==> config.mk <==
export PLATFORM = sky130hd
export DESIGN_NAME = tcb_irq_bank
export DESIGN_NICKNAME = d
export VERILOG_FILES = /design/src/logic/tcb_pkg.sv /design/src/logic/tcb_irq_bank.sv /design/src/logic/tcb_sticky_bank.sv
export SDC_FILE = /design/constraint.sdc
export NUM_CORES = 1
export LEC_CHECK = 0
export ABC_AREA = 1
export BUFFER_PORTS_ARGS = -buffer_cell sky130_fd_sc_hd__buf_2
export CORE_MARGIN = 2
export CORE_UTILIZATION = 53
export CTS_BUF_LIST = sky130_fd_sc_hd__clkbuf_4 sky130_fd_sc_hd__clkbuf_8
export DETAILED_ROUTE_END_ITERATION = 8
export HOLD_SLACK_MARGIN = 0.02
export PLACE_DENSITY = 0.95
export SYNTH_ARGS = -nofsm -noshare
export SYNTH_HDL_FRONTEND = slang
export SYNTH_SLANG_ARGS = --single-unit
==> constraint.sdc <==
create_clock -name core_clk -period 5.2 [get_ports core_clk]
set_input_delay 0.78 -clock core_clk [delete_from_list [all_inputs] [get_ports core_clk]]
set_output_delay 0.78 -clock core_clk [all_outputs]
set_load 0.01 [all_outputs]
==> src/logic/tcb_pkg.sv <==
// package: register map, event layout and bus carrier types of the timer event interrupt bank
package tcb_pkg;

  // ----------------------------------------------------------------------
  // widths
  // ----------------------------------------------------------------------
  localparam int unsigned TCB_DATA_W  = 32;
  localparam int unsigned TCB_ADDR_W  = 32;
  localparam int unsigned TCB_STRB_W  = 4;
  localparam int unsigned TCB_REG_W   = 16;
  localparam int unsigned TCB_EVT_N   = 6;

  // ----------------------------------------------------------------------
  // register indices and byte addresses (byte address = index * 4)
  // ----------------------------------------------------------------------
  localparam logic [15:0] TCB_IDX_CCA_DATA   = 16'h5408;
  localparam logic [15:0] TCB_IDX_IRQ_ENABLE = 16'h540a;
  localparam logic [15:0] TCB_IDX_EVT_FLAGS  = 16'h540c;
  localparam logic [15:0] TCB_IDX_IRQ_STATUS = 16'h540e;
  localparam logic [15:0] TCB_IDX_IRQ_MASK   = 16'h5410;

  localparam logic [31:0] TCB_ADDR_CCA_DATA   = {14'h0000, TCB_IDX_CCA_DATA, 2'b00};
  localparam logic [31:0] TCB_ADDR_IRQ_ENABLE = {14'h0000, TCB_IDX_IRQ_ENABLE, 2'b00};
  localparam logic [31:0] TCB_ADDR_EVT_FLAGS  = {14'h0000, TCB_IDX_EVT_FLAGS, 2'b00};
  localparam logic [31:0] TCB_ADDR_IRQ_STATUS = {14'h0000, TCB_IDX_IRQ_STATUS, 2'b00};
  localparam logic [31:0] TCB_ADDR_IRQ_MASK   = {14'h0000, TCB_IDX_IRQ_MASK, 2'b00};

  // ----------------------------------------------------------------------
  // field positions of enables, flags, status and mask (same layout)
  // ----------------------------------------------------------------------
  localparam int unsigned TCB_BIT_CMP_A     = 0;
  localparam int unsigned TCB_BIT_CMP_B     = 1;
  localparam int unsigned TCB_BIT_CAP_A     = 2;
  localparam int unsigned TCB_BIT_CAP_B     = 3;
  localparam int unsigned TCB_BIT_CAP_A_OVR = 4;
  localparam int unsigned TCB_BIT_CAP_B_OVR = 5;

  // ----------------------------------------------------------------------
  // reset values
  // ----------------------------------------------------------------------
  localparam logic [5:0]  TCB_RST_EVT  = 6'h00;
  localparam logic [15:0] TCB_RST_CCA  = 16'h0000;
  localparam logic [31:0] TCB_RST_DATA = 32'h0000_0000;

  // ----------------------------------------------------------------------
  // carrier types
  // ----------------------------------------------------------------------
  typedef struct packed {
    logic cap_b_overrun;
    logic cap_a_overrun;
    logic cap_b;
    logic cap_a;
    logic cmp_b;
    logic cmp_a;
  } tcb_evt_s;

  typedef struct packed {
    logic        psel;
    logic        penable;
    logic        pwrite;
    logic [31:0] paddr;
    logic [31:0] pwdata;
    logic [3:0]  pstrb;
  } tcb_apb_req_s;

  typedef struct packed {
    logic [31:0] prdata;
    logic        pready;
    logic        pslverr;
  } tcb_apb_rsp_s;

endpackage

==> src/logic/tcb_irq_bank.sv <==
// module: event enable and flag registers of one timer compare/capture channel, APB slave
//
// Contract
// - Enable bits 0,1 gate compare match A/B interrupts; writable; reset to zero.
// - Enable bits 2,3 gate capture A/B interrupts; writable; reset to zero.
// - Enable bits 4,5 gate capture A/B overwrite interrupts; writable; reset to zero.
// - Flag register bits 0..5 latch the six events, same layout, reset zero.
// - Writing one clears a flag, zero leaves it; flags stay latched otherwise.
//
// Our own choice: the APB register port.
module tcb_irq_bank (
  input  wire logic                  core_clk,
  input  wire logic                  rst,
  input  wire tcb_pkg::tcb_apb_req_s apb_req,
  output tcb_pkg::tcb_apb_rsp_s      apb_rsp,
  input  wire tcb_pkg::tcb_evt_s     events,
  input  wire logic [15:0]           cap_a_value,
  output logic [15:0]                cca_value,
  output logic                       chan_irq,
  output logic                       irq
);

  import tcb_pkg::*;

  // ----------------------------------------------------------------------
  // address decode helpers
  // ----------------------------------------------------------------------
  typedef enum logic [5:0] {
    TCB_SEL_NONE   = 6'b000001,
    TCB_SEL_CCA    = 6'b000010,
    TCB_SEL_ENABLE = 6'b000100,
    TCB_SEL_FLAGS  = 6'b001000,
    TCB_SEL_STATUS = 6'b010000,
    TCB_SEL_MASK   = 6'b100000
  } tcb_sel_e;

  // full-word compare, so an alias of a register answers as unmapped
  function automatic tcb_sel_e decode_addr(input logic [31:0] addr);
    tcb_sel_e sel;
    sel = TCB_SEL_NONE;
    if (addr == TCB_ADDR_CCA_DATA) begin
      sel = TCB_SEL_CCA;
    end else if (addr == TCB_ADDR_IRQ_ENABLE) begin
      sel = TCB_SEL_ENABLE;
    end else if (addr == TCB_ADDR_EVT_FLAGS) begin
      sel = TCB_SEL_FLAGS;
    end else if (addr == TCB_ADDR_IRQ_STATUS) begin
      sel = TCB_SEL_STATUS;
    end else if (addr == TCB_ADDR_IRQ_MASK) begin
      sel = TCB_SEL_MASK;
    end
    return sel;
  endfunction

  // merge a 16-bit register with write data under byte strobes
  function automatic logic [15:0] merge16(input logic [15:0] old_val,
                                          input logic [31:0] wdata,
                                          input logic [3:0]  strb);
    logic [15:0] res;
    res = old_val;
    if (strb[0]) begin
      res[7:0] = wdata[7:0];
    end
    if (strb[1]) begin
      res[15:8] = wdata[15:8];
    end
    return res;
  endfunction

  // the six event bits live in byte lane 0 only
  function automatic logic [5:0] lane0_bits(input logic [31:0] wdata,
                                            input logic [3:0]  strb);
    return wdata[5:0] & {6{strb[0]}};
  endfunction

  function automatic logic [31:0] widen6(input logic [5:0] bits6);
    return {26'h000_0000, bits6};
  endfunction

  // one register hit by a completed access of the given direction
  function automatic logic reg_hit(input logic     done,
                                   input tcb_sel_e cur,
                                   input tcb_sel_e want);
    return done && (cur == want);
  endfunction

  // ----------------------------------------------------------------------
  // state
  // ----------------------------------------------------------------------
  logic [5:0]  irq_enable_reg;
  logic [5:0]  irq_mask_reg;
  logic [15:0] cca_reg;
  logic [5:0]  evt_flags;
  logic [5:0]  irq_status;
  logic [5:0]  evt_vec;
  logic [5:0]  flag_clr;
  logic [5:0]  status_clr;
  logic [31:0] prdata_reg;
  logic [31:0] prdata_next;
  logic        pready_reg;
  logic        pslverr_reg;
  logic        pslverr_next;
  logic        chan_irq_reg;
  logic        irq_reg;
  logic        setup_phase;
  logic        access_done;
  logic        wr_done;
  logic        rd_done;
  tcb_sel_e    sel;
  logic        enable_wr;
  logic        mask_wr;
  logic        flags_wr;
  logic        cca_wr;
  logic        status_rd;
  logic [5:0]  chan_pend;
  logic [5:0]  irq_pend;

  assign evt_vec     = events;
  assign sel         = decode_addr(apb_req.paddr);
  assign setup_phase = apb_req.psel & ~apb_req.penable;
  assign access_done = apb_req.psel & apb_req.penable & pready_reg;
  assign wr_done     = access_done & apb_req.pwrite;
  assign rd_done     = access_done & ~apb_req.pwrite;

  // ----------------------------------------------------------------------
  // register strobes of a completed access
  // ----------------------------------------------------------------------
  // lane 0 off leaves the six-bit registers alone
  assign enable_wr = reg_hit(wr_done, sel, TCB_SEL_ENABLE) & apb_req.pstrb[0];
  assign mask_wr   = reg_hit(wr_done, sel, TCB_SEL_MASK) & apb_req.pstrb[0];
  assign flags_wr  = reg_hit(wr_done, sel, TCB_SEL_FLAGS);
  assign cca_wr    = reg_hit(wr_done, sel, TCB_SEL_CCA);
  assign status_rd = reg_hit(rd_done, sel, TCB_SEL_STATUS);

  // ----------------------------------------------------------------------
  // apb handshake: one wait-free access phase after each setup
  // ----------------------------------------------------------------------
  always_ff @(posedge core_clk or posedge rst) begin
    if (rst) begin
      pready_reg <= 1'b0;
    end else begin
      pready_reg <= setup_phase;
    end
  end

  // read data and error are sampled in the setup cycle and held for the access
  always_comb begin
    prdata_next  = TCB_RST_DATA;
    pslverr_next = 1'b0;
    unique case (sel)
      TCB_SEL_CCA: begin
        prdata_next = {16'h0000, cca_reg};
      end
      TCB_SEL_ENABLE: begin
        prdata_next = widen6(irq_enable_reg);
      end
      TCB_SEL_FLAGS: begin
        prdata_next = widen6(evt_flags);
      end
      TCB_SEL_STATUS: begin
        prdata_next = widen6(irq_status);
      end
      TCB_SEL_MASK: begin
        prdata_next = widen6(irq_mask_reg);
      end
      TCB_SEL_NONE: begin
        // unmapped: error answer, any write is dropped
        pslverr_next = 1'b1;
      end
    endcase
  end

  // snapshot at setup: a status read clears exactly the bits it returned
  always_ff @(posedge core_clk or posedge rst) begin
    if (rst) begin
      prdata_reg <= TCB_RST_DATA;
    end else if (setup_phase && !apb_req.pwrite) begin
      prdata_reg <= prdata_next;
    end else if (access_done) begin
      prdata_reg <= TCB_RST_DATA;
    end
  end

  always_ff @(posedge core_clk or posedge rst) begin
    if (rst) begin
      pslverr_reg <= 1'b0;
    end else if (setup_phase) begin
      pslverr_reg <= pslverr_next;
    end else if (access_done) begin
      pslverr_reg <= 1'b0;
    end
  end

  // ----------------------------------------------------------------------
  // enable register
  // ----------------------------------------------------------------------
  always_ff @(posedge core_clk or posedge rst) begin
    if (rst) begin
      irq_enable_reg <= TCB_RST_EVT;
    end else if (enable_wr) begin
      irq_enable_reg[TCB_BIT_CMP_A]     <= apb_req.pwdata[TCB_BIT_CMP_A];
      irq_enable_reg[TCB_BIT_CMP_B]     <= apb_req.pwdata[TCB_BIT_CMP_B];
      irq_enable_reg[TCB_BIT_CAP_A]     <= apb_req.pwdata[TCB_BIT_CAP_A];
      irq_enable_reg[TCB_BIT_CAP_B]     <= apb_req.pwdata[TCB_BIT_CAP_B];
      irq_enable_reg[TCB_BIT_CAP_A_OVR] <= apb_req.pwdata[TCB_BIT_CAP_A_OVR];
      irq_enable_reg[TCB_BIT_CAP_B_OVR] <= apb_req.pwdata[TCB_BIT_CAP_B_OVR];
    end
  end

  // ----------------------------------------------------------------------
  // mask register of the read-clear status
  // ----------------------------------------------------------------------
  always_ff @(posedge core_clk or posedge rst) begin
    if (rst) begin
      irq_mask_reg <= TCB_RST_EVT;
    end else if (mask_wr) begin
      irq_mask_reg <= apb_req.pwdata[5:0];
    end
  end

  // ----------------------------------------------------------------------
  // compare/capture A data: capture strobe beats a software write
  // ----------------------------------------------------------------------
  always_ff @(posedge core_clk or posedge rst) begin
    if (rst) begin
      cca_reg <= TCB_RST_CCA;
    end else if (events.cap_a) begin
      cca_reg <= cap_a_value;
    end else if (cca_wr) begin
      cca_reg <= merge16(cca_reg, apb_req.pwdata, apb_req.pstrb);
    end
  end

  // ----------------------------------------------------------------------
  // event flags: write one to clear, new event wins over the clear
  // ----------------------------------------------------------------------
  always_comb begin
    flag_clr = 6'h00;
    if (flags_wr) begin
      flag_clr = lane0_bits(apb_req.pwdata, apb_req.pstrb);
    end
  end

  tcb_sticky_bank #(
    .WIDTH (TCB_EVT_N)
  ) u_evt_flags (
    .core_clk (core_clk),
    .rst      (rst),
    .set_bits (evt_vec),
    .clr_bits (flag_clr),
    .flags    (evt_flags)
  );

  // ----------------------------------------------------------------------
  // interrupt status: cleared by reading it, only the bits that were read
  // ----------------------------------------------------------------------
  always_comb begin
    status_clr = 6'h00;
    // events landing after the setup snapshot stay pending
    if (status_rd) begin
      status_clr = prdata_reg[5:0];
    end
  end

  tcb_sticky_bank #(
    .WIDTH (TCB_EVT_N)
  ) u_irq_status (
    .core_clk (core_clk),
    .rst      (rst),
    .set_bits (evt_vec),
    .clr_bits (status_clr),
    .flags    (irq_status)
  );

  // ----------------------------------------------------------------------
  // pending sources
  // ----------------------------------------------------------------------
  assign chan_pend = evt_flags & irq_enable_reg;
  assign irq_pend  = irq_status & irq_mask_reg;

  // ----------------------------------------------------------------------
  // interrupt outputs: registered, so each pin lags its pending bits by one cycle
  // ----------------------------------------------------------------------
  always_ff @(posedge core_clk or posedge rst) begin
    if (rst) begin
      chan_irq_reg <= 1'b0;
    end else begin
      chan_irq_reg <= |chan_pend;
    end
  end

  always_ff @(posedge core_clk or posedge rst) begin
    if (rst) begin
      irq_reg <= 1'b0;
    end else begin
      irq_reg <= |irq_pend;
    end
  end

  // ----------------------------------------------------------------------
  // output drive
  // ----------------------------------------------------------------------
  assign apb_rsp.prdata  = prdata_reg;
  assign apb_rsp.pready  = pready_reg;
  assign apb_rsp.pslverr = pslverr_reg;
  assign cca_value       = cca_reg;
  assign chan_irq        = chan_irq_reg;
  assign irq             = irq_reg;

endmodule

==> src/logic/tcb_sticky_bank.sv <==
// module: bank of sticky flags where a set in the same cycle beats a clear
module tcb_sticky_bank #(
  parameter int unsigned WIDTH = 6
) (
  input  wire logic             core_clk,
  input  wire logic             rst,
  input  wire logic [WIDTH-1:0] set_bits,
  input  wire logic [WIDTH-1:0] clr_bits,
  output logic      [WIDTH-1:0] flags
);

  logic [WIDTH-1:0] flags_reg;
  logic [WIDTH-1:0] flags_next;

  // ----------------------------------------------------------------------
  // flag update
  // ----------------------------------------------------------------------
  always_comb begin
    flags_next = (flags_reg & ~clr_bits) | set_bits;
  end

  always_ff @(posedge core_clk or posedge rst) begin
    if (rst) begin
      flags_reg <= '0;
    end else begin
      flags_reg <= flags_next;
    end
  end

  assign flags = flags_reg;

endmodule

# [Word level (Yosys, flattened, before mapping)]
# Cells that the tools add are included.
# Widths: inputs -> output; s select.
[totals] regBits=76 wordCells=73 inputBits=95 out_inout_bits=52
[op_classes] eq_ne=11 n_reduce_logical=16 n_bitwise=18 mux=17
[ops] cell="$eq 32x17->1 const B" n=5
[ops] cell="$pmux 16 s5" n=1
[ops] cell="$mux 32" n=2
[ops] cell="$mux 6" n=7
[ops] cell="$mux 16" n=2
[ops] cell="$and 6x6->6" n=5
[ops] cell="$mux 8" n=2
[ops] cell="$not 6->6" n=2
[ops] cell="$or 6x6->6" n=2
[ops] cell="$reduce_or 6->1" n=2
[ops] cell="$reduce_bool 2->1" n=5
[ops] cell="$and 1x1->1" n=7
[ops] cell="$eq 6x1->1 const B" n=1
[ops] cell="$eq 6x2->1 const B" n=1
[ops] cell="$eq 6x3->1 const B" n=1
[ops] cell="$eq 6x4->1 const B" n=1
[ops] cell="$eq 6x5->1 const B" n=1
[ops] cell="$eq 6x6->1 const B" n=1
[ops] cell="$logic_and 1x1->1" n=6
[ops] cell="$reduce_and 2->1" n=2
[ops] cell="$mux 1" n=3
[ops] cell="$not 1->1" n=2
[ops] cell="$logic_not 1->1" n=1

# [Depth between registers and ports, before layout]
# Gate-level depths: netlist of run 1.
[depth] depth_word=12 ltp_mapped=11 ltp_nobuf=10

# [Modules after synthesis]
# From an unflattened synthesis of run 1, not the netlist that was laid out.
[hier_totals] hier_cells=456 area_unflattened_um2=3384.5
[by_module_without_submodules] module="tcb_irq_bank" seq_area_each_um2=1201.2 area_each_um2=2896.5 n_inst=1 cells_each=394
[by_module_without_submodules] module="tcb_sticky_bank" seq_area_each_um2=150.1 area_each_um2=244.0 n_inst=2 cells_each=31

# [Worst setup path before layout of run 1]
# Ideal clock, no wire load.
[synth_path] path_kind="input -> register" from="input apb_req[44] (netlist bit)" to="register cca_reg[10] (netlist: cca_value[10])" setup_time_ps=126 arrival_ps=1802 path_buffers=1 required_ps=5074 path_stages=9 setup_slack_ps=3272 path_cell_list="inv_1 nand2_1 nor2_1 nand2_2 nor2_4 nand2_4 o21ai_4 buf_6 o21ai_0"
[synth_via] elab_chain_cells=10 elab_cells_between_ends=14 classes_between="eq/ne (6); mux (5); reduce/logical (3)"
[synth_rtl] item="start, declared" line="tcb_irq_bank.sv:14" rtl="input wire tcb_pkg::tcb_apb_req_s apb_req,"
[synth_rtl] item="$eq 32x17->1" line="tcb_irq_bank.sv:49" rtl="end else if (addr == TCB_ADDR_IRQ_MASK) begin"
[synth_rtl] item="$mux 6" line="tcb_irq_bank.sv:49"
[synth_rtl] item="$mux 6" line="tcb_irq_bank.sv:47" rtl="end else if (addr == TCB_ADDR_IRQ_STATUS) begin"
[synth_rtl] item="$mux 6" line="tcb_irq_bank.sv:45" rtl="end else if (addr == TCB_ADDR_EVT_FLAGS) begin"
[synth_rtl] item="$mux 6" line="tcb_irq_bank.sv:43" rtl="end else if (addr == TCB_ADDR_IRQ_ENABLE) begin"
[synth_rtl] item="$mux 6 (*)" line="tcb_irq_bank.sv:41" rtl="if (addr == TCB_ADDR_CCA_DATA) begin"
[synth_rtl] item="$eq 6x2->1 (*)" line="tcb_irq_bank.sv:84" rtl="return done && (cur == want);"
[synth_rtl] item="$logic_and 1x1->1 (*)" line="tcb_irq_bank.sv:84"
[synth_rtl] item="$reduce_bool 2->1 (no line) (*)"
[synth_rtl] item="$reduce_and 2->1 (no line) (*)"
[synth_rtl] item="end signal, assigned" line="tcb_irq_bank.sv:228" rtl="cca_reg <= cap_a_value;"
[synth_rtl] item="end signal, assigned" line="tcb_irq_bank.sv:230" rtl="cca_reg <= merge16(cca_reg, apb_req.pwdata, apb_req.pstrb);"
[synth_rtl] item="end, declared" line="tcb_irq_bank.sv:92" rtl="logic [15:0] cca_reg;"
# Every way passes the cells marked *; elsewhere a longest branch is shown, timed or not.
# A chain may end at the register's enable or synchronous reset.

# [Worst setup path in the final report of run 1]
[layout_path] from="input apb_req[53] (netlist bit)" to="register irq_enable_reg[2]"
[layout_via] elab_chain_cells=9 elab_cells_between_ends=13 classes_between="eq/ne (6); mux (5); bitwise (1); reduce/logical (1)"
[layout_rtl] item="$eq 32x17->1" line="tcb_irq_bank.sv:49"
[layout_rtl] item="$mux 6" line="tcb_irq_bank.sv:49"
[layout_rtl] item="$mux 6" line="tcb_irq_bank.sv:47"
[layout_rtl] item="$mux 6" line="tcb_irq_bank.sv:45"
[layout_rtl] item="$mux 6" line="tcb_irq_bank.sv:43"
[layout_rtl] item="$mux 6 (*)" line="tcb_irq_bank.sv:41"
[layout_rtl] item="$eq 6x3->1 (*)" line="tcb_irq_bank.sv:84"
[layout_rtl] item="$logic_and 1x1->1 (*)" line="tcb_irq_bank.sv:84"
[layout_rtl] item="$and 1x1->1 (*)" line="tcb_irq_bank.sv:129" rtl="assign enable_wr = reg_hit(wr_done, sel, TCB_SEL_ENABLE) & apb_req.pstrb[0];"
[layout_rtl] item="end signal, assigned by index" line="tcb_irq_bank.sv:201" rtl="irq_enable_reg[TCB_BIT_CMP_A] <= apb_req.pwdata[TCB_BIT_CMP_A];"
[layout_rtl] item="end signal, assigned by index" line="tcb_irq_bank.sv:202" rtl="irq_enable_reg[TCB_BIT_CMP_B] <= apb_req.pwdata[TCB_BIT_CMP_B];"
[layout_rtl] item="end signal, assigned by index" line="tcb_irq_bank.sv:203" rtl="irq_enable_reg[TCB_BIT_CAP_A] <= apb_req.pwdata[TCB_BIT_CAP_A];"
[layout_rtl] item="end, declared" line="tcb_irq_bank.sv:90" rtl="logic [5:0] irq_enable_reg;"
# Marks and branches as above.

==> impl_metrics.py, run 1 <==
metrics = {
    "logic_synthesis": {
        "synth_edf_count": 0,
        "synth_area_leaders": "dfrtp_1 46%, nand2_1 14%, inv_1 7.0%",
        "postSynthAreaPerCell_um2": 7.70,
        "synth_cells": 426,
        "yosysTopAreaCell": "dfrtp_1",
        "synth_seq_cells": 60,
        "synth_ff_type": "dfrtp_1",
        "netlist_area_mm2": 0.00328,
        "synth-async-reset-ratio": 1.00,
        "synth_cell_types": 31,
        "synth-warning-count": 0,
        "yosysSeqAreaShare": 0.458,
        "synth_top_area_frac": 0.458,
    },
    "worst_setup_path": {
        "reg2regPathDepth": 6,
        "worstSetupPathType": "input pin to flop",
        "endpoint_kind": "flop",
        "critPathLaunchType": "input pin",
        "r2r_slack_ns": 3.55,
        "r2r_start": "pready_reg",
        "crit_required_ns": 5.42,
        "cp_cell_sequence": "buf_2 -> inv_1 -> nand2_1 -> nor2_1 -> nand2_1 -> nor2_4 -> nand2_1 -> inv_1 -> nand2_1 -> nand2_1 -> o21ai_1",
        "crit_family": "simple AND/OR/NAND/NOR gates",
        "path_buf_inv": 3,
        "cp.depth": 11,
        "cp-startpoint": "apb_req[53]",
        "r2r_end": "cca_value[6]",
        "slowest_delay_ns": 0.58,
        "crit_fanout": 31,
        "arrival_ns": 2.84,
        "cp_slowest_cell": "nor2_4",
        "endpoint": "irq_enable_reg[2]",
        "crit_top_cell": "nand2_1",
    },
    "finish": {
        "final_cells": 614,
        "layout.nets": 629,
        "post-route-util": 0.674,
        "area.growth.synth_to_final_pct": 22.3,
        "drive_gt1_frac": 0.271,
        "antenna_cells": 0,
    },
    "power": {
        "switching_share": 0.243,
        "p_sw_uw": 264,
        "clockPowerShare": 0.436,
        "p_leak_uw": 0.00216,
        "p_per_area_mw_per_mm2": 271,
        "p_int_uw": 822,
        "p_comb_frac": 0.113,
        "peakVddDrop_mv": 0.176,
        "power_frac_seq": 0.452,
    },
    "die": {
        "rows": 28,
        "die_x_um": 82.7,
        "ios": 147,
        "die_area_mm2": 0.00684,
        "die_h_um": 82.7,
        "initial_core_util": 0.551,
        "core-area_mm2": 0.00596,
    },
    "timing": {
        "tns_ns": 0,
        "tightest_slew_ns": 0.776,
        "finalWorstSetupSlack_ns": 2.58,
        "relSlewSlack": 0.482,
        "period_minus_slack_ns": 2.62,
        "rsz0062_at_grt": "no",
        "finalMaxSlewViolations": 0,
        "fmax_ghz": 0.381,
        "finalHoldViolCount": 0,
        "setup_violations": 0,
        "skew_ns": 0.00953,
        "holdWs_ns": 0.486,
        "min_period_over_period": 0.505,
    },
    "clocking": {
        "cts-root-buf": "clkbuf_8",
        "htreeDepth": 3,
        "clock_path_buffers": 2,
        "post-cts-setup-buffer-count": 0,
        "cts_hold_buf": 0,
        "clk_latency_ns": 0.35,
        "cts-buffers-inserted": 9,
        "cts_tree": "done",
        "postCtsResizedCells": 0,
        "cts.clk_slew.worst_paths_ns": 0.07,
        "cts_sinks": 60,
    },
    "global_route": {
        "globalRoute.totalOverflow": 0,
        "antenna_found_initial": 0,
        "grt_usage": 0.267,
        "grt_pass1_vias": 3098,
        "grt_first_pass_wirelength_um": 13600,
        "grt_max_degree": 61,
    },
    "route": {
        "wirelength_um": 8610,
        "viasPerCell": 5.27,
        "first_pass_iters": 6,
        "vias": 3234,
        "drtAntennaViolNets": 0,
        "first_iter_violations": 430,
        "post-route-drc-count": 0,
        "wire_per_inst_um": 14.0,
    },
    "place": {
        "dp.cells": 598,
        "dp_hpwl_um": 6240,
        "pre_cts_ws_ns": 2.30,
        "place_congestion": 0.870,
        "port_buffers": 112,
    },
    "min_path": {
        "min_path_cells": 2,
        "min_path_type": "flop to flop",
    },
    "flow_run": {
        "drv_cap": 0,
    },
    "run_status": {
        "status": "finished clean",
    },
}
## cell type report
cell class,instances,area [µm²]
Timing Repair Buffer,113,568
Sequential cell,60,1500
Clock buffer,12,153
Inverter,61,229
Multi-Input combinational cell,289,1400
Tap cell,75,93.8
Fill cell,470,1940
Clock inverter,4,72.6
## power groups by stage
stage | clock (µW) | combinational (µW) | sequential [µW]
after detailed placement | 0 | 122 | 499
after global routing | 492 | 139 | 492
after floorplan | 0 | 70.4 | 504
after global placement | 0 | 117 | 499
final | 473 | 122 | 490
after CTS | 472 | 123 | 491
## layout by cell type, fill, tap and decap left out, types with 6 or more instances in the layout
| master | instances |
|---|---|
| o31ai_1 | 8 |
| inv_1 | 60 |
| nor2_1 | 25 |
| nand3_1 | 39 |
| o21bai_1 | 6 |
| o21ai_0 | 32 |
| dfrtp_1 | 60 |
| conb_1 | 16 |
| nand2_1 | 120 |
| clkbuf_8 | 10 |
| buf_2 | 112 |
| o21ai_1 | 8 |
## logic make-up (layout without fill, tap and decap cells)
family,count (synthesis),count (layout),synth area share
compound gates,72,72,0.137
buf+inv,92,190,0.134
flops,60,60,0.458
other cells,1,16,0.00114
simple gates,201,201,0.270
## worst reg2reg max path: stages, from the launching register on
cell and delay, ns:
dfrtp_1 0.35, nand3_1 0.20, nor3b_2 0.33, nand3_2 0.24
nand2_4 0.21, o21ai_0 0.11, o21a_1 0.11
## worst min-delay path by stage
stage | slack, ns | to | startpoint
3_5_place_dp | 0.47 | prdata_reg[12] | prdata_reg[12]
3_3_place_gp | 0.46 | prdata_reg[10] | prdata_reg[10]
5_1_grt | 0.52 | prdata_reg[8] | prdata_reg[8]
4_1_cts | 0.49 | prdata_reg[7] | prdata_reg[7]
6_report | 0.49 | prdata_reg[7] | prdata_reg[7]
2_1_floorplan | 0.47 | u_irq_status.flags[0] | u_irq_status.flags[0]
## routing by layer
layer	vias up	share of wire	global-route usage
li1	1539	-	-
met1	1465	0.38	0.319
met2	196	0.49	0.448
met3	34	0.097	0.0478
met4	0	0.034	0.162
met5	-	0	0
## cells in the mapped netlist (all sizes together), types with 5 or more instances
| cell type | count |
|---|---|
| nand3 | 41 |
| dfrtp | 60 |
| o21ai | 43 |
| nor2 | 30 |
| nand2 | 125 |
| buf | 28 |
| inv | 61 |
| o21bai | 6 |
| o31ai | 8 |
| o21a | 5 |
## per-stage QoR
step / area (µm²) / power [µW]
final: 4010 / 1090
after floorplan: 3340 / 574
after global placement: 3790 / 615
after global routing: 4010 / 1120
after CTS: 4010 / 1090
after detailed placement: 3790 / 621
(Power assumes the default switching activity.)
==> run 2, diff against run 1 <==
--- a/config.mk
+++ b/config.mk
@@ -5,14 +5,14 @@
 export SDC_FILE = /design/constraint.sdc
 export NUM_CORES = 1
 export LEC_CHECK = 0
-export ABC_AREA = 1
+export ABC_AREA = 0
 export BUFFER_PORTS_ARGS = -buffer_cell sky130_fd_sc_hd__buf_2
 export CORE_MARGIN = 2
-export CORE_UTILIZATION = 53
+export CORE_UTILIZATION = 43
 export CTS_BUF_LIST = sky130_fd_sc_hd__clkbuf_4 sky130_fd_sc_hd__clkbuf_8
 export DETAILED_ROUTE_END_ITERATION = 8
 export HOLD_SLACK_MARGIN = 0.02
-export PLACE_DENSITY = 0.95
+export PLACE_DENSITY = 0.88
 export SYNTH_ARGS = -nofsm -noshare
 export SYNTH_HDL_FRONTEND = slang
 export SYNTH_SLANG_ARGS = --single-unit
==> constraint.sdc (replaced) <==
create_clock -name core_clk -period 2.34 [get_ports core_clk]
set_input_delay 0.351 -clock core_clk [delete_from_list [all_inputs] [get_ports core_clk]]
set_output_delay 0.351 -clock core_clk [all_outputs]
set_load 0.01 [all_outputs]
==> run 2 against run 1 <==
Net effect:
- count of clock-buffer cells in the layout unchanged
- core utilization decreased by 8.9 points
- synthesized cell count decreased by 42%
- critical endpoint is now irq_mask_reg[2]
- hold slack got worse by 0.40 ns
- synthesized area decreased by 5.3%
==> impl_metrics.py, run 2 <==
metrics = {
    "die": {
        "die_area_mm2": 0.00792,
        "initial_core_util": 0.450,
        "core-area_mm2": 0.00691,
        "ios": 147,
        "rows": 30,
        "die_x_um": 89.0,
        "die_h_um": 89.0,
    },
    "logic_synthesis": {
        "synth_cell_types": 35,
        "yosys.area_share.xor_xnor": 0,
        "synth_area_leaders": "dfrtp_1 48%, mux2_2 16%, nor4_4 4.8%",
        "postSynthAreaPerCell_um2": 12.6,
        "synth_cells": 246,
        "synth_ff_type": "dfrtp_1",
        "synth_top_family_by_area": "multiplexers",
        "synth_top_area_frac": 0.483,
        "synth-adder-area-share": 0,
        "synth-async-reset-ratio": 1.00,
        "synthSimpleGateAreaFrac": 0.143,
        "synth_edf_count": 0,
        "synth.most_common_cell": "dfrtp_1",
        "synthTopCellsByCount": "60 x dfrtp_1, 43 x mux2_2, 19 x nand2_1, 18 x buf_4",
        "netlist_area_mm2": 0.00311,
        "yosysSeqAreaShare": 0.483,
        "synthMuxAreaShare": 0.179,
        "synth_seq_cells": 60,
        "synth_compound_area_frac": 0.136,
        "yosysTopAreaCell": "dfrtp_1",
        "synth-warning-count": 0,
    },
    "clocking": {
        "cts.clk_slew.worst_paths_ns": 0.07,
        "cts-root-buf": "clkbuf_8",
        "postCtsResizedCells": 0,
        "cts_tree": "done",
        "clk_latency_ns": 0.33,
        "cts-buffers-inserted": 9,
        "cts_hold_buf": 0,
        "cts_sinks": 60,
        "clock_path_buffers": 2,
        "post-cts-setup-buffer-count": 0,
        "htreeDepth": 3,
    },
    "global_route": {
        "grt_max_degree": 34,
        "grt_usage": 0.221,
        "grt_first_pass_wirelength_um": 13000,
        "globalRoute.totalOverflow": 0,
        "antenna_found_initial": 0,
        "grt_pass1_vias": 2643,
    },
    "finish": {
        "layout_common_cells": "112 x buf_2, 60 x dfrtp_1, 43 x mux2_2, 21 x buf_4, 19 x nand2_1",
        "layout.nets": 475,
        "area.growth.synth_to_final_pct": 30.1,
        "antenna_cells": 0,
        "mostFrequentLayoutCell": "buf_2",
        "drive_gt1_frac": 0.535,
        "final_cells": 481,
    },
    "run_status": {
        "status": "finished clean",
    },
    "power": {
        "peakVddDrop_mv": 0.298,
        "p_leak_uw": 0.00193,
        "power_uw": 2240,
        "p_per_area_mw_per_mm2": 556,
    },
    "worst_setup_path": {
        "reg2regPathDepth": 6,
        "r2r_start": "pready_reg",
        "r2r_slack_ns": 0.36,
        "arrival_ns": 2.24,
        "endpoint_kind": "flop",
        "r2r_end": "cca_value[4]",
        "crit_required_ns": 2.55,
        "critPathLaunchType": "input pin",
        "worstSetupPathType": "input pin to flop",
        "crit_fanout": 6,
    },
    "timing": {
        "setup_violations": 0,
        "period_minus_slack_ns": 2.02,
        "skew_ns": 0.00690,
        "tightest_slew_ns": 0.648,
        "min_period_over_period": 0.865,
        "finalHoldViolCount": 0,
        "rsz0062_at_grt": "no",
        "finalWorstSetupSlack_ns": 0.317,
        "finalMaxSlewViolations": 0,
        "holdWs_ns": 0.0828,
        "fmax_ghz": 0.494,
        "relSlewSlack": 0.567,
    },
    "route": {
        "viasPerCell": 5.43,
        "first_iter_violations": 201,
        "drtAntennaViolNets": 0,
        "post-route-drc-count": 0,
        "vias": 2610,
        "first_pass_iters": 4,
        "wirelength_um": 8410,
        "wire_per_inst_um": 17.5,
    },
    "min_path": {
        "min_path_type": "input pin to async pin",
    },
    "place": {
        "place_congestion": 0.910,
        "dp.cells": 465,
        "dp_hpwl_um": 6330,
        "port_buffers": 112,
        "pre_cts_ws_ns": -0.0218,
    },
    "flow_run": {
        "drv_cap": 0,
    },
}
-- run 2: changes by cell type after synthesis, moves of 12 or more --
cell / before / now
nand2_1: 120 / 19
inv_1: 61 / 2
mux2_2: 0 / 43
nand3_1: 39 / 4
o21ai_0: 32 / 7
nor2_1: 25 / 1
a21o_1: 0 / 12
a22oi_1: 0 / 12
-- run 2: logic make-up (layout without fill, tap and decap cells) --
family          Yosys count  after routing
flops                    60             60
mux                      50             50
buf+inv                  28            152
compound gates           56             56
other cells               1             16
simple gates             51             51
-- run 2: layer usage --
metal	vias up	track usage	wire length, µm
met5	-	0	0
met4	0	0.115	184
met3	15	0.0434	829
met2	145	0.374	4300
met1	1271	0.269	3090
li1	1179	-	-
-- run 2: final cells by class --
type                       instances  area [µm²]
clock inverter                     4        22.5
clock buffer                      12         165
tap                               96         120
sequential                        60        1500
inverter                           2        7.51
timing repair buffer             134         738
fill                             559        2870
multi-input combinational        173        1480
-- run 2: power by group --
part           internal (µW)  switching (µW)  leakage [µW]
clock network            465             405     0.0000982
logic                    136             144       0.00110
registers               1070            26.1      0.000735
total                   1670             575       0.00193
-- run 2: worst max path at each step --
stage,slack [ns],endpoint,depth (start not counted),startpoint
4_1_cts,0.33,irq_mask_reg[2],7,apb_req[53]
6_report,0.32,irq_mask_reg[2],7,apb_req[64]
2_1_floorplan,0.12,cca_value[10],5,apb_req[37]
5_1_grt,0.23,irq_mask_reg[0],7,apb_req[64]
3_3_place_gp,0.02,irq_mask_reg[2],7,apb_req[53]
3_5_place_dp,-0.02,irq_mask_reg[2],7,apb_req[53]
-- run 2: per-stage QoR --
stage	TNS [ns]	instance area (µm²)	utilization
after global placement	0	3850	0.558
after floorplan	0	3160	-
after global routing	0	4040	0.585
final	0	4040	0.585
after CTS	0	4040	0.585
after detailed placement	-0.0661	3850	0.558
-- run 2: critical path: stages --
cell,delay [ns]
buf_2,0.12
nor4_4,0.32
nand4_4,0.22
or2_0,0.39
nor4b_4,0.29
buf_4,0.20
mux2_2,0.35
==> run 3, diff against run 2 <==
==> constraint.sdc (replaced) <==
create_clock -name core_clk -period 2.34 [get_ports core_clk]
set_input_delay 0.234 -clock core_clk [delete_from_list [all_inputs] [get_ports core_clk]]
set_output_delay 0.234 -clock core_clk [all_outputs]
set_load 0.01 [all_outputs]
==> run 3 against run 2 <==
Net effect:
- worst setup slack gained 0.073 ns
- sequential share of layout area hardly changed
- count of clock-buffer cells in the layout did not move
- critical path type unchanged
- critical endpoint is now irq_mask_reg[0]
- largest cell class unchanged
==> impl_metrics.py, run 3 (synthesis results as in run 2) <==
metrics = {
    "run_status": {
        "status": "finished clean",
    },
    "global_route": {
        "globalRoute.totalOverflow": 0,
        "grt_pass1_vias": 2616,
        "grt_usage": 0.224,
        "grt_max_degree": 33,
        "grt_first_pass_wirelength_um": 13100,
        "antenna_found_initial": 0,
    },
    "route": {
        "first_iter_violations": 247,
        "viasPerCell": 5.53,
        "post-route-drc-count": 0,
        "drtAntennaViolNets": 0,
        "first_pass_iters": 8,
        "wire_per_inst_um": 17.9,
        "vias": 2634,
        "wirelength_um": 8510,
    },
    "clocking": {
        "clk_latency_ns": 0.34,
        "cts.clk_slew.worst_paths_ns": 0.06,
        "cts_hold_buf": 1,
        "postCtsResizedCells": 0,
        "cts_sinks": 60,
        "cts-root-buf": "clkbuf_8",
        "clock_path_buffers": 2,
        "htreeDepth": 3,
        "cts_tree": "done",
        "cts-buffers-inserted": 9,
        "post-cts-setup-buffer-count": 0,
    },
    "min_path": {
        "min-delay-start": "events[0]",
        "min_path_type": "input pin to flop",
        "min_path_cells": 2,
        "holdPathEnd": "u_evt_flags.flags[0]",
    },
    "timing": {
        "tightest_slew_ns": 0.685,
        "period_minus_slack_ns": 1.95,
        "rsz0062_at_grt": "no",
        "tns_ns": 0,
        "finalHoldViolCount": 0,
        "setup_violations": 0,
        "relSlewSlack": 0.543,
        "finalMaxSlewViolations": 0,
        "min_period_over_period": 0.833,
        "skew_ns": 0.00865,
        "fmax_ghz": 0.513,
    },
    "worst_setup_path": {
        "r2r_end": "cca_value[4]",
        "r2r_slack_ns": 0.44,
        "reg2regPathDepth": 6,
        "critPathLaunchType": "input pin",
        "arrival_ns": 2.17,
        "r2r_start": "pready_reg",
        "crit_fanout": 7,
        "endpoint_kind": "flop",
        "crit_required_ns": 2.56,
        "worstSetupPathType": "input pin to flop",
    },
    "finish": {
        "layout.nets": 472,
        "fillCellCount": 570,
        "multi_input_area_mm2": 0.00148,
        "drive_gt1_frac": 0.526,
        "mostFrequentLayoutCell": "buf_2",
        "layout_common_cells": "112 x buf_2, 60 x dfrtp_1, 43 x mux2_2, 19 x nand2_1",
        "final_cells": 476,
        "antenna_cells": 0,
        "regArea_mm2": 0.00150,
        "area.growth.synth_to_final_pct": 30.0,
    },
    "die": {
        "die_area_mm2": 0.00792,
        "die_x_um": 89.0,
        "core-area_mm2": 0.00691,
        "die_h_um": 89.0,
        "ios": 147,
        "initial_core_util": 0.450,
        "rows": 30,
    },
    "power": {
        "p_per_area_mw_per_mm2": 571,
        "power_uw": 2310,
        "p_leak_uw": 0.00193,
        "peakVddDrop_mv": 0.368,
    },
    "flow_run": {
        "drv_cap": 0,
    },
    "place": {
        "place_congestion": 0.889,
        "dp_hpwl_um": 6330,
        "port_buffers": 112,
        "dp.cells": 461,
    },
}
run 3: cell count changes in the layout (fill, tap and decap cells not counted), sizes merged:
| cell | previous run | this run |
|---|---|---|
| clkinvlp | 1 | 0 |
| buf | 134 | 130 |
| dlygate4sd3 | 0 | 1 |
| bufinv | 0 | 1 |
| clkinv | 3 | 1 |
run 3: layout make-up:
| cell class | instances | area share |
|---|---|---|
| clock inverter | 2 | 0.00868 |
| clock buffer | 12 | 0.0394 |
| inverter | 2 | 0.00186 |
| sequential | 60 | 0.372 |
| timing repair buffer | 131 | 0.181 |
| multi-input combinational | 173 | 0.368 |
| tap | 96 | 0.0297 |
run 3: worst max-delay path by stage:
stage                 from              end  slack (ns)  cells after the start
2_1_floorplan  apb_req[37]    cca_value[10]        0.24                      5
3_3_place_gp   apb_req[53]  irq_mask_reg[3]        0.11                      7
3_5_place_dp   apb_req[53]  irq_mask_reg[0]        0.05                      7
4_1_cts        apb_req[53]  irq_mask_reg[0]        0.39                      7
5_1_grt        apb_req[53]  irq_mask_reg[0]        0.31                      7
6_report       apb_req[53]  irq_mask_reg[0]        0.39                      7
run 3: critical path, stage by stage:
cell and delay, ns:
buf_2 0.11, nor4b_4 0.32, nand4_4 0.24, or2_0 0.39
nor4b_4 0.29, buf_4 0.21, mux2_2 0.36
run 3: stage by stage:
stage | utilization | hold slack, ns | cell area (µm²) | setup slack (ns)
final | 0.585 | 0.0872 | 4040 | 0.390
after global routing | 0.585 | 0.0890 | 4040 | 0.313
after CTS | 0.585 | 0.0773 | 4040 | 0.393
after detailed placement | 0.555 | 0.380 | 3830 | 0.0468
after global placement | 0.555 | 0.375 | 3830 | 0.114
after floorplan | - | 0.326 | 3160 | 0.238
run 3: report_power, final:
group | switching, µW | leakage, µW | total (µW) | internal (µW)
Combinational | 145 | 0.00109 | 282 | 136
Clock | 383 | 0.000102 | 931 | 548
Sequential | 26.4 | 0.000735 | 1090 | 1070
run 3: metal layers:
layer,vias up,share of wire,GRT usage
li1,1175,-,-
met1,1286,0.38,0.272
met2,148,0.51,0.383
met3,25,0.092,0.0443
met4,0,0.026,0.106
met5,-,0,0
